**src/verilog/onewire_pkg.sv**
```systemverilog
`default_nettype none
package onewire_pkg;
	localparam int CLK_MHZ      = 200;
	localparam int WAKE_MIN_US  = 500;
	localparam int ACK_LOW_US   = 80;
	localparam int ACK_HIGH_US  = 80;
	localparam int BIT_LOW_US   = 50;
	localparam int ZERO_HIGH_US = 26;
	localparam int ONE_HIGH_US  = 70;
	localparam int STOP_US      = 45;
	localparam int CNT_W        = 24;
	localparam int BYTE_W       = 8;
	localparam int WORD_W       = 16;
	localparam int MAG_W        = 15;
	localparam int FRAME_BITS   = 40;
	localparam int IDX_W        = 6;
	localparam int FRAME_MSB    = FRAME_BITS - 1;
	localparam logic [IDX_W-1:0] LAST_BIT_IDX = 6'h27;
	typedef enum logic [2:0] {
		ST_IDLE     = 3'h0,
		ST_WAKE     = 3'h1,
		ST_ACK_LOW  = 3'h2,
		ST_ACK_HIGH = 3'h3,
		ST_BIT_LOW  = 3'h4,
		ST_BIT_HIGH = 3'h5,
		ST_STOP     = 3'h6
	} link_state_type;
endpackage
`default_nettype wire

```
**src/verilog/onewire_sensor_link.sv**
```systemverilog
`timescale 1ns/1ps
`default_nettype none
// Function
// - module acknowledges with 80 us low then 80 us high, each 75 to 85 us.
// - module then sends 40 bits: humidity, temperature, checksum, each MSB first.
// - every bit opens with a 50 us low phase, same for zero and one.
// - zero bit has a 26 us high phase after the low phase.
// - one bit has a 70 us high phase after the low phase.
// - after the last bit the module holds the line low at least 45 us, then releases.
// - humidity word carries ten times relative humidity, tenth percent resolution.
// - temperature word carries ten times temperature in degrees Celsius.
// - temperature bit 15 set means negative, clear means positive.
// - checksum byte is low eight bits of sum of the four data bytes.
module onewire_sensor_link #(
	parameter int WAKE_MIN_CYC  = onewire_pkg::WAKE_MIN_US * onewire_pkg::CLK_MHZ,
	parameter int ACK_LOW_CYC   = onewire_pkg::ACK_LOW_US * onewire_pkg::CLK_MHZ,
	parameter int ACK_HIGH_CYC  = onewire_pkg::ACK_HIGH_US * onewire_pkg::CLK_MHZ,
	parameter int BIT_LOW_CYC   = onewire_pkg::BIT_LOW_US * onewire_pkg::CLK_MHZ,
	parameter int ZERO_HIGH_CYC = onewire_pkg::ZERO_HIGH_US * onewire_pkg::CLK_MHZ,
	parameter int ONE_HIGH_CYC  = onewire_pkg::ONE_HIGH_US * onewire_pkg::CLK_MHZ,
	parameter int STOP_CYC      = onewire_pkg::STOP_US * onewire_pkg::CLK_MHZ
) (
	input  wire logic                            clk_i,
	input  wire logic                            reset_n_i,
	input  wire logic                            data_line_i,
	output logic                                 data_line_o,
	output logic                                 data_line_oe_o,
	input  wire logic [onewire_pkg::WORD_W-1:0]  humidity_tenths_i,
	input  wire logic                            temp_negative_i,
	input  wire logic [onewire_pkg::MAG_W-1:0]   temp_magnitude_tenths_i,
	output logic                                 busy_o,
	output logic                                 sample_taken_o
);
	import onewire_pkg::*;

	function automatic logic [CNT_W-1:0] last_cycle(input int cycles);
		last_cycle = CNT_W'(cycles - 1);
	endfunction

	logic                  line_meta_ff;
	logic                  line_sync_ff;
	link_state_type        state_ff;
	link_state_type        nxt_state;
	logic [CNT_W-1:0]      cnt_ff;
	logic [CNT_W-1:0]      nxt_cnt;
	logic [IDX_W-1:0]      bit_idx_ff;
	logic [FRAME_MSB:0]    frame_ff;
	logic                  oe_ff;
	logic                  taken_ff;
	logic                  phase_end;
	logic                  wake_long;
	logic                  take_sample;
	logic                  bit_done;
	logic [WORD_W-1:0]     temp_word;
	logic [BYTE_W-1:0]     chk_sum;

	// open drain: the line is only ever pulled low, high phases rely on the pull-up
	assign data_line_o    = 1'b0;
	assign data_line_oe_o = oe_ff;
	assign busy_o         = (state_ff != ST_IDLE) && (state_ff != ST_WAKE);
	assign sample_taken_o = taken_ff;

	assign temp_word = {temp_negative_i, temp_magnitude_tenths_i};
	assign chk_sum   = humidity_tenths_i[WORD_W-1:BYTE_W] + humidity_tenths_i[BYTE_W-1:0]
		+ temp_word[WORD_W-1:BYTE_W] + temp_word[BYTE_W-1:0];

	assign phase_end   = (cnt_ff == '0);
	assign wake_long   = (cnt_ff >= last_cycle(WAKE_MIN_CYC));
	assign take_sample = (state_ff == ST_WAKE) && line_sync_ff && wake_long;
	assign bit_done    = (state_ff == ST_BIT_HIGH) && phase_end;

	always_ff @(posedge clk_i) begin
		if (!reset_n_i) begin
			line_meta_ff <= 1'b1;
			line_sync_ff <= 1'b1;
		end else begin
			line_meta_ff <= data_line_i;
			line_sync_ff <= line_meta_ff;
		end
	end

	always_comb begin
		nxt_state = state_ff;
		nxt_cnt   = phase_end ? cnt_ff : cnt_ff - 1'b1;
		unique case (state_ff)
			ST_IDLE: begin
				nxt_cnt = '0;
				if (!line_sync_ff) begin
					nxt_state = ST_WAKE;
				end
			end
			ST_WAKE: begin
				// counts the master's low time, saturating so a long hold never wraps
				nxt_cnt = wake_long ? cnt_ff : cnt_ff + 1'b1;
				if (line_sync_ff) begin
					// a short glitch is not a wake-up and is dropped
					nxt_state = wake_long ? ST_ACK_LOW : ST_IDLE;
					nxt_cnt   = last_cycle(ACK_LOW_CYC);
				end
			end
			ST_ACK_LOW: begin
				if (phase_end) begin
					nxt_state = ST_ACK_HIGH;
					nxt_cnt   = last_cycle(ACK_HIGH_CYC);
				end
			end
			ST_ACK_HIGH: begin
				if (phase_end) begin
					nxt_state = ST_BIT_LOW;
					nxt_cnt   = last_cycle(BIT_LOW_CYC);
				end
			end
			ST_BIT_LOW: begin
				if (phase_end) begin
					nxt_state = ST_BIT_HIGH;
					nxt_cnt   = frame_ff[FRAME_MSB] ? last_cycle(ONE_HIGH_CYC) : last_cycle(ZERO_HIGH_CYC);
				end
			end
			ST_BIT_HIGH: begin
				if (phase_end) begin
					if (bit_idx_ff == LAST_BIT_IDX) begin
						nxt_state = ST_STOP;
						nxt_cnt   = last_cycle(STOP_CYC);
					end else begin
						nxt_state = ST_BIT_LOW;
						nxt_cnt   = last_cycle(BIT_LOW_CYC);
					end
				end
			end
			ST_STOP: begin
				if (phase_end) begin
					nxt_state = ST_IDLE;
				end
			end
		endcase
	end

	always_ff @(posedge clk_i) begin
		if (!reset_n_i) begin
			state_ff <= ST_IDLE;
			cnt_ff   <= '0;
		end else begin
			state_ff <= nxt_state;
			cnt_ff   <= nxt_cnt;
		end
	end

	// the line is pulled low exactly in the acknowledge, bit and stop low phases
	always_ff @(posedge clk_i) begin
		if (!reset_n_i) begin
			oe_ff <= 1'b0;
		end else begin
			oe_ff <= (nxt_state == ST_ACK_LOW) || (nxt_state == ST_BIT_LOW) || (nxt_state == ST_STOP);
		end
	end

	// the reading is frozen at the wake-up so all five bytes belong to one sample
	always_ff @(posedge clk_i) begin
		if (!reset_n_i) begin
			frame_ff   <= '0;
			bit_idx_ff <= '0;
			taken_ff   <= 1'b0;
		end else begin
			taken_ff <= take_sample;
			if (take_sample) begin
				frame_ff   <= {humidity_tenths_i, temp_word, chk_sum};
				bit_idx_ff <= '0;
			end else if (bit_done) begin
				frame_ff   <= {frame_ff[FRAME_MSB-1:0], 1'b0};
				bit_idx_ff <= bit_idx_ff + 1'b1;
			end
		end
	end

	logic [CNT_W-1:0] phase_len_ff;
	always_ff @(posedge clk_i) begin
		if (!reset_n_i) begin
			phase_len_ff <= '0;
		end else begin
			phase_len_ff <= (nxt_state != state_ff) ? '0 : phase_len_ff + 1'b1;
		end
	end

	wire leaving = (nxt_state != state_ff);

	ack_low_len_a: assert property (@(posedge clk_i) disable iff (!reset_n_i)
		(state_ff == ST_ACK_LOW) && leaving |-> phase_len_ff == last_cycle(ACK_LOW_CYC))
		else $error("acknowledge low phase has wrong length");
	ack_high_len_a: assert property (@(posedge clk_i) disable iff (!reset_n_i)
		(state_ff == ST_ACK_HIGH) && leaving |-> phase_len_ff == last_cycle(ACK_HIGH_CYC) && !data_line_oe_o)
		else $error("acknowledge high phase has wrong length");
	bit_low_len_a: assert property (@(posedge clk_i) disable iff (!reset_n_i)
		(state_ff == ST_BIT_LOW) && leaving |-> phase_len_ff == last_cycle(BIT_LOW_CYC) && data_line_oe_o)
		else $error("bit low phase has wrong length");
	zero_high_len_a: assert property (@(posedge clk_i) disable iff (!reset_n_i)
		(state_ff == ST_BIT_HIGH) && leaving && !frame_ff[FRAME_MSB] |-> phase_len_ff == last_cycle(ZERO_HIGH_CYC))
		else $error("zero bit high phase has wrong length");
	one_high_len_a: assert property (@(posedge clk_i) disable iff (!reset_n_i)
		(state_ff == ST_BIT_HIGH) && leaving && frame_ff[FRAME_MSB] |-> phase_len_ff == last_cycle(ONE_HIGH_CYC))
		else $error("one bit high phase has wrong length");
	stop_len_a: assert property (@(posedge clk_i) disable iff (!reset_n_i)
		(state_ff == ST_STOP) && leaving |-> phase_len_ff >= last_cycle(STOP_CYC) ##1 !data_line_oe_o)
		else $error("stop marker too short or line not released");
	bit_count_a: assert property (@(posedge clk_i) disable iff (!reset_n_i)
		(nxt_state == ST_STOP) && leaving |-> bit_idx_ff == LAST_BIT_IDX)
		else $error("stop sent after wrong number of bits");
	frame_layout_a: assert property (@(posedge clk_i) disable iff (!reset_n_i)
		take_sample |=> frame_ff[FRAME_MSB -: WORD_W] == $past(humidity_tenths_i)
			&& frame_ff[WORD_W+BYTE_W-1:BYTE_W] == $past(temp_word))
		else $error("frame words not loaded from the sample");
	sign_bit_a: assert property (@(posedge clk_i) disable iff (!reset_n_i)
		take_sample |=> frame_ff[WORD_W+BYTE_W-1] == $past(temp_negative_i)
			&& frame_ff[MAG_W+BYTE_W-1:BYTE_W] == $past(temp_magnitude_tenths_i))
		else $error("temperature sign or magnitude misplaced");
	checksum_a: assert property (@(posedge clk_i) disable iff (!reset_n_i)
		take_sample |=> frame_ff[BYTE_W-1:0] == BYTE_W'(frame_ff[FRAME_MSB -: BYTE_W]
			+ frame_ff[FRAME_MSB-BYTE_W -: BYTE_W] + frame_ff[WORD_W+BYTE_W-1 -: BYTE_W]
			+ frame_ff[WORD_W-1 -: BYTE_W]))
		else $error("checksum byte does not match data bytes");
endmodule
`default_nettype wire
```
**config.mk**
```make
export PLATFORM = sky130hd
export DESIGN_NAME = onewire_sensor_link
export DESIGN_NICKNAME = d
export VERILOG_FILES = /design/src/verilog/onewire_pkg.sv /design/src/verilog/onewire_sensor_link.sv
export SDC_FILE = /design/constraint.sdc
export NUM_CORES = 1
export LEC_CHECK = 0
export CAP_MARGIN = 20
export CORE_MARGIN = 5
export CORE_UTILIZATION = 53
export CTS_CLUSTER_SIZE = 10
export DETAILED_ROUTE_END_ITERATION = 16
export DONT_BUFFER_PORTS = 1
export GPL_ROUTABILITY_DRIVEN = 0
export PLACE_DENSITY_LB_ADDON = 0.12
export SLEW_MARGIN = 15
export SYNTH_ARGS = -nofsm -noshare
export SYNTH_HDL_FRONTEND = slang
export SYNTH_SLANG_ARGS = --single-unit
```
**constraint.sdc**
```tcl
create_clock -name clk_i -period 8.65 [get_ports clk_i]
set_input_delay 1.73 -clock clk_i [delete_from_list [all_inputs] [get_ports clk_i]]
set_output_delay 1.73 -clock clk_i [all_outputs]
set_load 0.005 [all_outputs]
```
## Word level (Yosys, flattened, before mapping)

Index checks and enable logic that the tools add are counted.

| storage, ports and cells | value |
|---|---|
| bits in registers | 77 |
| memory bits (writable) | 0 |
| memories | 0 |
| memory bits (read-only) | 0 |
| input bits | 35 |
| bits in latches | 0 |

| operators by class | value |
|---|---|
| multipliers | 0 |
| equality and inequality tests | 12 |
| $lt $le $gt $ge | 1 |
| shift operators | 0 |
| bitwise gates (word level) | 1 |
| divide/modulo/power cells | 0 |
| add/sub/neg operators | 6 |
| mux-type cells | 22 |
| reductions and logical operators | 11 |

Operator list:

| cell | number |
|---|---|
| two-way mux 24 bit | 7 |
| case mux 24 bit (6 select lines) | 1 |
| two-way mux 40 bit | 2 |
| adder 24 x 1 -> 24 bit (second input constant) | 1 |
| adder 8 bit | 3 |
| greater-or-equal comparator 24 x 17 -> 1 bit (second input constant) | 1 |
| logical NOT 24 bit | 1 |
| subtractor 24 x 1 -> 24 bit (second input constant) | 1 |
| two-way mux 3 bit | 7 |
| case mux 3 bit (7 select lines) | 1 |
| equality test 3 bit (second input constant) | 5 |
| two-way mux 14 bit | 1 |
| two-way mux 11 bit | 1 |
| equality test 3 x 2 -> 1 bit (second input constant) | 3 |
| adder 6 x 1 -> 6 bit (second input constant) | 1 |
| equality test 6 bit (second input constant) | 1 |
| logical AND 1 bit | 4 |
| two-way mux 2 bit | 2 |
| equality test 3 x 1 -> 1 bit (second input constant) | 1 |
| logical NOT 3 bit | 1 |
| != test 3 x 1 -> 1 bit (second input constant) | 1 |
| != test 3 bit (second input constant) | 1 |
| nonzero test 3 bit | 1 |
| logical OR 1 bit | 2 |
| 3 further kinds | 3 |

## Longest topological paths before layout

Gate-level depths: netlist (run 1).

| depth | value |
|---|---|
| word-level depth | 7 |
| gate-level depth with buffers | 13 |
| depth with buffers taken out | 13 |

## Least setup slack after synthesis (run 1)

OpenSTA, ideal clock, no wires.

| timing | value |
|---|---|
| path type | input to register |
| start point | input humidity_tenths_i[1] (netlist bit) |
| end point | register frame_ff[7] |
| library setup time | 0.079 ns |
| arrival time | 4.103 ns |
| path slack | 4.468 ns |
| cell stages on the path | 13 |
| cell sequence | inv_1 fa_1 fa_1 inv_1 ha_1 inv_1 fa_1 inv_1 a21oi_1 o21bai_1 a31oi_1 xnor2_1 a211oi_2 |

| on the way | value |
|---|---|
| cells in the longest elaborated chain, start to end | 4 |

RTL lines:

| item | RTL line | text |
|---|---|---|
| start: declaration | onewire_sensor_link.sv:28 | `input wire logic [onewire_pkg::WORD_W-1:0] humidity_tenths_i,` |
| adder 8 bit | onewire_sensor_link.sv:64 | `assign chk_sum = humidity_tenths_i[WORD_W-1:BYTE_W] + humidity_tenths_i[BYTE_W-1:0]` |
| adder 8 bit (2 in series) | onewire_sensor_link.sv:65 | `+ temp_word[WORD_W-1:BYTE_W] + temp_word[BYTE_W-1:0];` |
| two-way mux 40 bit | onewire_sensor_link.sv:165 | `if (take_sample) begin` |
| end signal: assignment | onewire_sensor_link.sv:166 | `frame_ff <= {humidity_tenths_i, temp_word, chk_sum};` |
| end signal: assignment | onewire_sensor_link.sv:169 | `frame_ff <= {frame_ff[FRAME_MSB-1:0], 1'b0};` |
| end: declaration | onewire_sensor_link.sv:47 | `logic [FRAME_MSB:0] frame_ff;` |

Every way passes these cells.
A chain may end at the register's enable or synchronous reset.

## Worst setup path in the final report (run 1)

Same ends and word-level chain as after synthesis.

==> flow_summary.toml, run 1 <==
[detailed_routing]
avgRoutedWirePerCell_microns = 18.9
first_pass_iters = 5
drtIter0Drc = 607
drt_wl_total_microns = 13700
post_drt_via_cell_ratio = 6.50
drc = 0
num_vias = 4723
drtAntennaViolNets = 0

[critical_path]
critical-path-slowest-cell = "fa_1"
path_cells = "inv_1, fa_1, fa_1, inv_1, ha_1, inv_1, fa_1, inv_1, a21oi_1, o21bai_1, a31oi_1, xnor2_1, a211oi_2"
cp_max_fo = 2
arrival_ns = 4.23
cp_common_cell = "inv_1"
critPathKind = "in -> reg"
crit_path_start_kind = "primary input"
cp_slowest_stage_delay_ns = 0.55
worstPathRequired_ns = 8.91
worstSetupEndpointType = "flip-flop"

[cts]
clkLatencyLatePin_ns = 0.35
cts_made_buffers = 9
cts_sinks = 77
ctsResizeCount = 0
h-tree-depth = 3
cts_tree = "yes"
ctsHoldBuffers = 0
cts.path.max_buffers = 2
cts.clk_slew.worst_paths_ns = 0.09
cts_setup_buffers = 0
cts_root_buffer = "clkbuf_8"

[pwr]
p_per_area_mw_per_mm2 = 143
combPwrFrac_pct = 17.2
power.internal_mw = 0.518
pwr-share-clk_pct = 34.6
power.switching_mw = 0.229
leakagePower_nw = 1.77
ir_drop_mv = 0.118
seq_power_share_pct = 48.2
swShare_pct = 30.6

[placement]
io_buffers = 0
dp_hpwl_microns = 9420
placed_cells = 711
dpl_worst_slack_ns = 4.32

[yosys]
synth.net_count = 688
synth_most_common_cell = "dfxtp_1"
synthTopCellsByCount = "77 x dfxtp_1, 61 x nand2_1, 57 x a21oi_1, 41 x nor2_1, 37 x clkbuf_1"
yosys-top-cells-area = "dfxtp_1 30%, a21oi_1 5.6%, fa_1 5.5%"
synth_edf_count = 0
ys_seq_elements = 77
netlist_area_sq_mm = 0.00506
syn_avg_cell_area_sq_um = 8.06
ys_warn_count = 0
synth_cell_type_count = 78
syn_inst = 628
yosysTopAreaCell = "dfxtp_1"
synthFlopType = "dfxtp_1"
seq_area_frac_synth_pct = 30.4
synth-async-reset-ratio_pct = 0
synth_top_area_share_pct = 30.4

[timing]
setup_slack_ns = 4.67
tightest_slew_ns = 1.07
rsz0062_at_grt = "false"
slew_violations = 0
fmax_mhz = 251
min_period_ns = 3.98
fin_tns_setup_ns = 0
timing.final.crit_share_pct = 46.0
hold_violations = 0
slew-limit-headroom_pct = 28.4
setup_viol = 0
fin_skew_ns = 0.0117

[global_route]
grt_max_degree = 59
grt-ovfl-total = 0
grt_pass1_wl_microns = 23000
grt_pass1_vias = 4523
antenna_found_initial = 0
grt_use_total_pct = 24.4

[final_layout]
area_growth_pct = 3.43
drive_above_1_share_pct = 6.69
final_nets = 653
finish.utilization_pct = 56.4
final_cells = 727
antenna_cells = 0

[outcome]
status = "finished, final reports clean"

[floorplan]
core_sq_mm = 0.00928
rows = 35
die_x_microns = 108
start_util_pct = 54.5
die_y_microns = 108
design.die.area_sq_mm = 0.0116
io_pins = 39

[min_path]
hp-class = "reg -> reg"

[run]
maxCapViolCount = 0
## power groups by stage
stage               clock [mW]  combinational, mW  sequential (mW)
floorplan                    0              0.111            0.365
global placement             0              0.127            0.368
detailed placement           0              0.128            0.368
CTS                      0.266              0.129            0.360
global route             0.282              0.145            0.361
finish                   0.258              0.129            0.360
## flip-flops by register name, summed over array words and instances, names as in the netlist
name and flops:
bit_idx_ff 6, cnt_ff 24, data_line_oe_o 1, frame_ff 40, line_meta_ff 1, line_sync_ff 1, sample_taken_o 1, state_ff 3
## through the flow
step / power (mW) / hold slack (ns) / area [sq um]
after floorplan: 0.476 / 0.386 / 5060
after global placement: 0.495 / 0.398 / 5050
after detailed placement: 0.496 / 0.400 / 5050
after CTS: 0.755 / 0.425 / 5240
after global routing: 0.787 / 0.440 / 5240
final: 0.747 / 0.419 / 5240
## final timing paths
kind                                               from                  endpoint  slack, ns  depth (start not counted)
worst max-delay path               humidity_tenths_i[1]  frame_ff[7]$_SDFFE_PN0P_       4.67                         13
worst min-delay path            line_meta_ff$_SDFF_PN1_   line_sync_ff$_SDFF_PN1_       0.42                          1
worst max register to register   state_ff[1]$_SDFF_PN0_    cnt_ff[4]$_SDFFE_PN0P_       5.36                          7
worst min register to register  line_meta_ff$_SDFF_PN1_   line_sync_ff$_SDFF_PN1_       0.42                          1
## routing by layer
layer / vias up / GRT usage (%) / part of all wire [%]
met2: 232 / 36.2 / 45
met4: 0 / 7.84 / 1.7
met1: 2232 / 35.3 / 44
met5: - / 0 / 0
met3: 27 / 5.04 / 9.2
li1: 2232 / - / -
## cells by family (layout without fill, tap and decap cells)
family | count (synthesis) | after routing | synth area share [%]
flops | 77 | 77 | 30.4
simple gates | 195 | 195 | 20.3
xor+xnor | 29 | 29 | 5.02
buf+inv | 86 | 56 | 6.89
compound gates | 208 | 208 | 27.7
mux | 7 | 7 | 1.41
fa+ha+maj | 25 | 25 | 8.25
other cells | 1 | 1 | 0.0741
## cell type report
| class | instances | area (sq um) |
|---|---|---|
| repair buffers | 5 | 37.5 |
| inverters | 35 | 131 |
| fillers | 904 | 4050 |
| clock inverters | 7 | 58.8 |
| multi-input cells | 465 | 3180 |
| clock buffers | 9 | 124 |
| well taps | 129 | 161 |
| flip-flops and latches | 77 | 1540 |
## worst max-delay path, delay by kind of cell
kind	cells	cell delay (ns)
fa+ha+maj	4	1.52
compound gates	4	0.60
buf+inv	4	0.23
xor+xnor	1	0.14
## cell usage in the layout, fill, tap and decap left out, types with 3 or more instances in the layout
cell	Yosys	final
a211oi_1	12	12
a21o_1	4	4
a21oi_1	57	57
a221oi_1	3	3
a22oi_1	34	34
a31oi_1	13	13
and2_1	5	5
and3_1	6	6
and4_1	5	5
buf_4	1	5
clkbuf_8	0	9
dfxtp_1	77	77
fa_1	14	14
ha_1	11	11
inv_1	32	31
mux2i_1	6	6
nand2_1	61	61
nand2b_1	5	5
nand3_1	13	13
nand4_1	12	12
nor2_1	41	40
nor3_1	17	17
nor4_1	6	6
o211a_1	3	3
o211ai_1	13	13
o21ai_0	26	26
o22ai_1	4	4
o31ai_1	3	3
o32ai_1	4	4
or3_1	4	4
or4_1	5	5
xnor2_1	14	14
xor2_1	15	15
(Power assumes the default switching activity.)
==> run 2: changes to the inputs <==
==> constraint.sdc (replaced) <==
create_clock -name clk_i -period 3.3 [get_ports clk_i]
set_input_delay 0.66 -clock clk_i [delete_from_list [all_inputs] [get_ports clk_i]]
set_output_delay 0.66 -clock clk_i [all_outputs]
set_load 0.005 [all_outputs]
==> run 2 against run 1 <==
Against the previous run: clock power grew to 2.8 times the previous value; register-to-register slack got worse by 4.9 ns; critical path depth unchanged; largest power group unchanged; highest routed layer unchanged.
==> flow_summary.toml, run 2 (synthesized netlist as in run 1, its figures left out) <==
[final_layout]
largest_reg_flops = 40
area_growth_pct = 6.28
postLayoutCellArea_sq_mm = 0.00538
top_regs = "frame_ff (40), cnt_ff (24), bit_idx_ff (6)"
layout_common_cells = "77 x dfxtp_1, 61 x nand2_1, 57 x a21oi_1"
final_common_cell = "dfxtp_1"
finish.utilization_pct = 58.0
largest_register = "frame_ff"
drive_above_1_share_pct = 9.11
final_cells = 744
antenna_cells = 0
final_nets = 670

[cts]
cts_root_buffer = "clkbuf_8"
ctsHoldBuffers = 0
cts_setup_buffers = 0
cts.clk_slew.worst_paths_ns = 0.09
cts_tree = "yes"
cts_sinks = 77
ctsResizeCount = 0
cts_made_buffers = 9
h-tree-depth = 3
cts.path.max_buffers = 2
clkLatencyLatePin_ns = 0.35

[detailed_routing]
avgRoutedWirePerCell_microns = 19.0
drc = 0
drtIter0Drc = 552
num_vias = 4776
drt_wl_total_microns = 14200
first_pass_iters = 5
post_drt_via_cell_ratio = 6.42
drtAntennaViolNets = 0

[run]
maxCapViolCount = 0

[critical_path]
critical-path-slowest-cell = "fa_1"
crit_path_start_kind = "primary input"
path_cells = "inv_1, fa_1, fa_1, inv_1, ha_1, inv_1, fa_1, inv_1, a21oi_1, o21bai_1, a31oi_1, xnor2_1, a211oi_2"
r2r-end = "data_line_oe_o$_SDFF_PN0_"
critPathKind = "in -> reg"
worstPathRequired_ns = 3.57
arrival_ns = 3.17
r2r_start = "cnt_ff[0]$_SDFFE_PN0P_"
cp_slowest_stage_delay_ns = 0.56
r2r_cells = 8
path_buf_inv = 4
worstSetupEndpointType = "flip-flop"
r2r_slack_ns = 0.49
cp_common_cell = "inv_1"
crit_family = "adder cells"
cp_max_fo = 2

[pwr]
ir_drop_mv = 0.252
p_per_area_mw_per_mm2 = 378
fin_total_pwr_mw = 2.03
leakagePower_nw = 1.86

[timing]
slew-limit-headroom_pct = 27.0
tightest_slew_ns = 1.09
hold_violations = 0
fin_skew_ns = 0.0104
slew_violations = 0
fmax_mhz = 345
min_period_ns = 2.89
fin_tns_setup_ns = 0
timing.final.crit_share_pct = 87.7
setup_viol = 0
rsz0062_at_grt = "false"

[global_route]
grt_pass1_vias = 4558
grt_max_degree = 37
grt_pass1_wl_microns = 23300
grt-ovfl-total = 0
antenna_found_initial = 0
grt_use_total_pct = 25.0

[outcome]
status = "finished, final reports clean"

[placement]
dp_hpwl_microns = 10300
placed_cell_area_sq_mm = 0.00518
placed_cells = 728
io_buffers = 0

[floorplan]
die_x_microns = 108
die_y_microns = 108
rows = 35
core_sq_mm = 0.00928
design.die.area_sq_mm = 0.0116
io_pins = 39
start_util_pct = 54.5

[min_path]
holdPathEnd = "line_sync_ff$_SDFF_PN1_"
min_from = "reset_n_i"
hp-class = "in -> reg"
hold-path-cell-count = 1
run 2: cell count changes in the layout (fill, tap and decap cells not counted), sizes merged:
cell      change
clkinv        -1
inv           -2
clkinvlp      +1
buf          +17
bufinv        +1
clkbuf        +1
run 2: layer usage:
metal | up-vias | GRT usage, % | wire [microns]
li1 | 2275 | - | -
met1 | 2267 | 35.1 | 6330
met2 | 208 | 38.4 | 6380
met3 | 26 | 5.28 | 1200
met4 | 0 | 7.94 | 246
met5 | - | 0 | 0
run 2: layout make-up:
type / count / area (sq um)
repair buffers: 22 / 165
inverters: 35 / 131
clock buffers: 10 / 128
flip-flops and latches: 77 / 1540
clock inverters: 6 / 71.3
fillers: 854 / 3900
multi-input cells: 465 / 3180
well taps: 129 / 161
run 2: through the flow:
stage	hold WS (ns)	worst slack [ns]
floorplan	0.386	0.188
finish	0.404	0.405
global placement	0.390	0.106
global route	0.400	0.226
detailed placement	0.404	0.0335
CTS	0.386	0.391
run 2: power by group:
part           internal [mW]  leakage [nW]  total [mW]  switching, mW
sequential             0.932         0.621       0.940        0.00731
clock                  0.355        0.0931       0.731          0.376
combinational          0.156          1.15       0.363          0.207
total                   1.44          1.86        2.03          0.590
run 2: how the worst max path moves through the flow:
stage	from	endpoint	slack, ns	cells past startpoint
floorplan	humidity_tenths_i[1]	frame_ff[7]$_SDFFE_PN0P_	0.19	13
global placement	humidity_tenths_i[1]	frame_ff[7]$_SDFFE_PN0P_	0.11	13
detailed placement	humidity_tenths_i[1]	frame_ff[7]$_SDFFE_PN0P_	0.03	13
CTS	humidity_tenths_i[1]	frame_ff[7]$_SDFFE_PN0P_	0.39	13
global route	humidity_tenths_i[1]	frame_ff[7]$_SDFFE_PN0P_	0.23	13
finish	humidity_tenths_i[1]	frame_ff[7]$_SDFFE_PN0P_	0.41	13
run 2: worst register-to-register path, stage by stage, from the launching register on:
cell,delay [ns]
dfxtp_1,0.39
inv_1,0.11
ha_1,0.31
nor4b_2,0.36
and3_1,0.36
a21oi_1,0.19
or2_2,0.47
a211oi_1,0.38
o211a_1,0.20
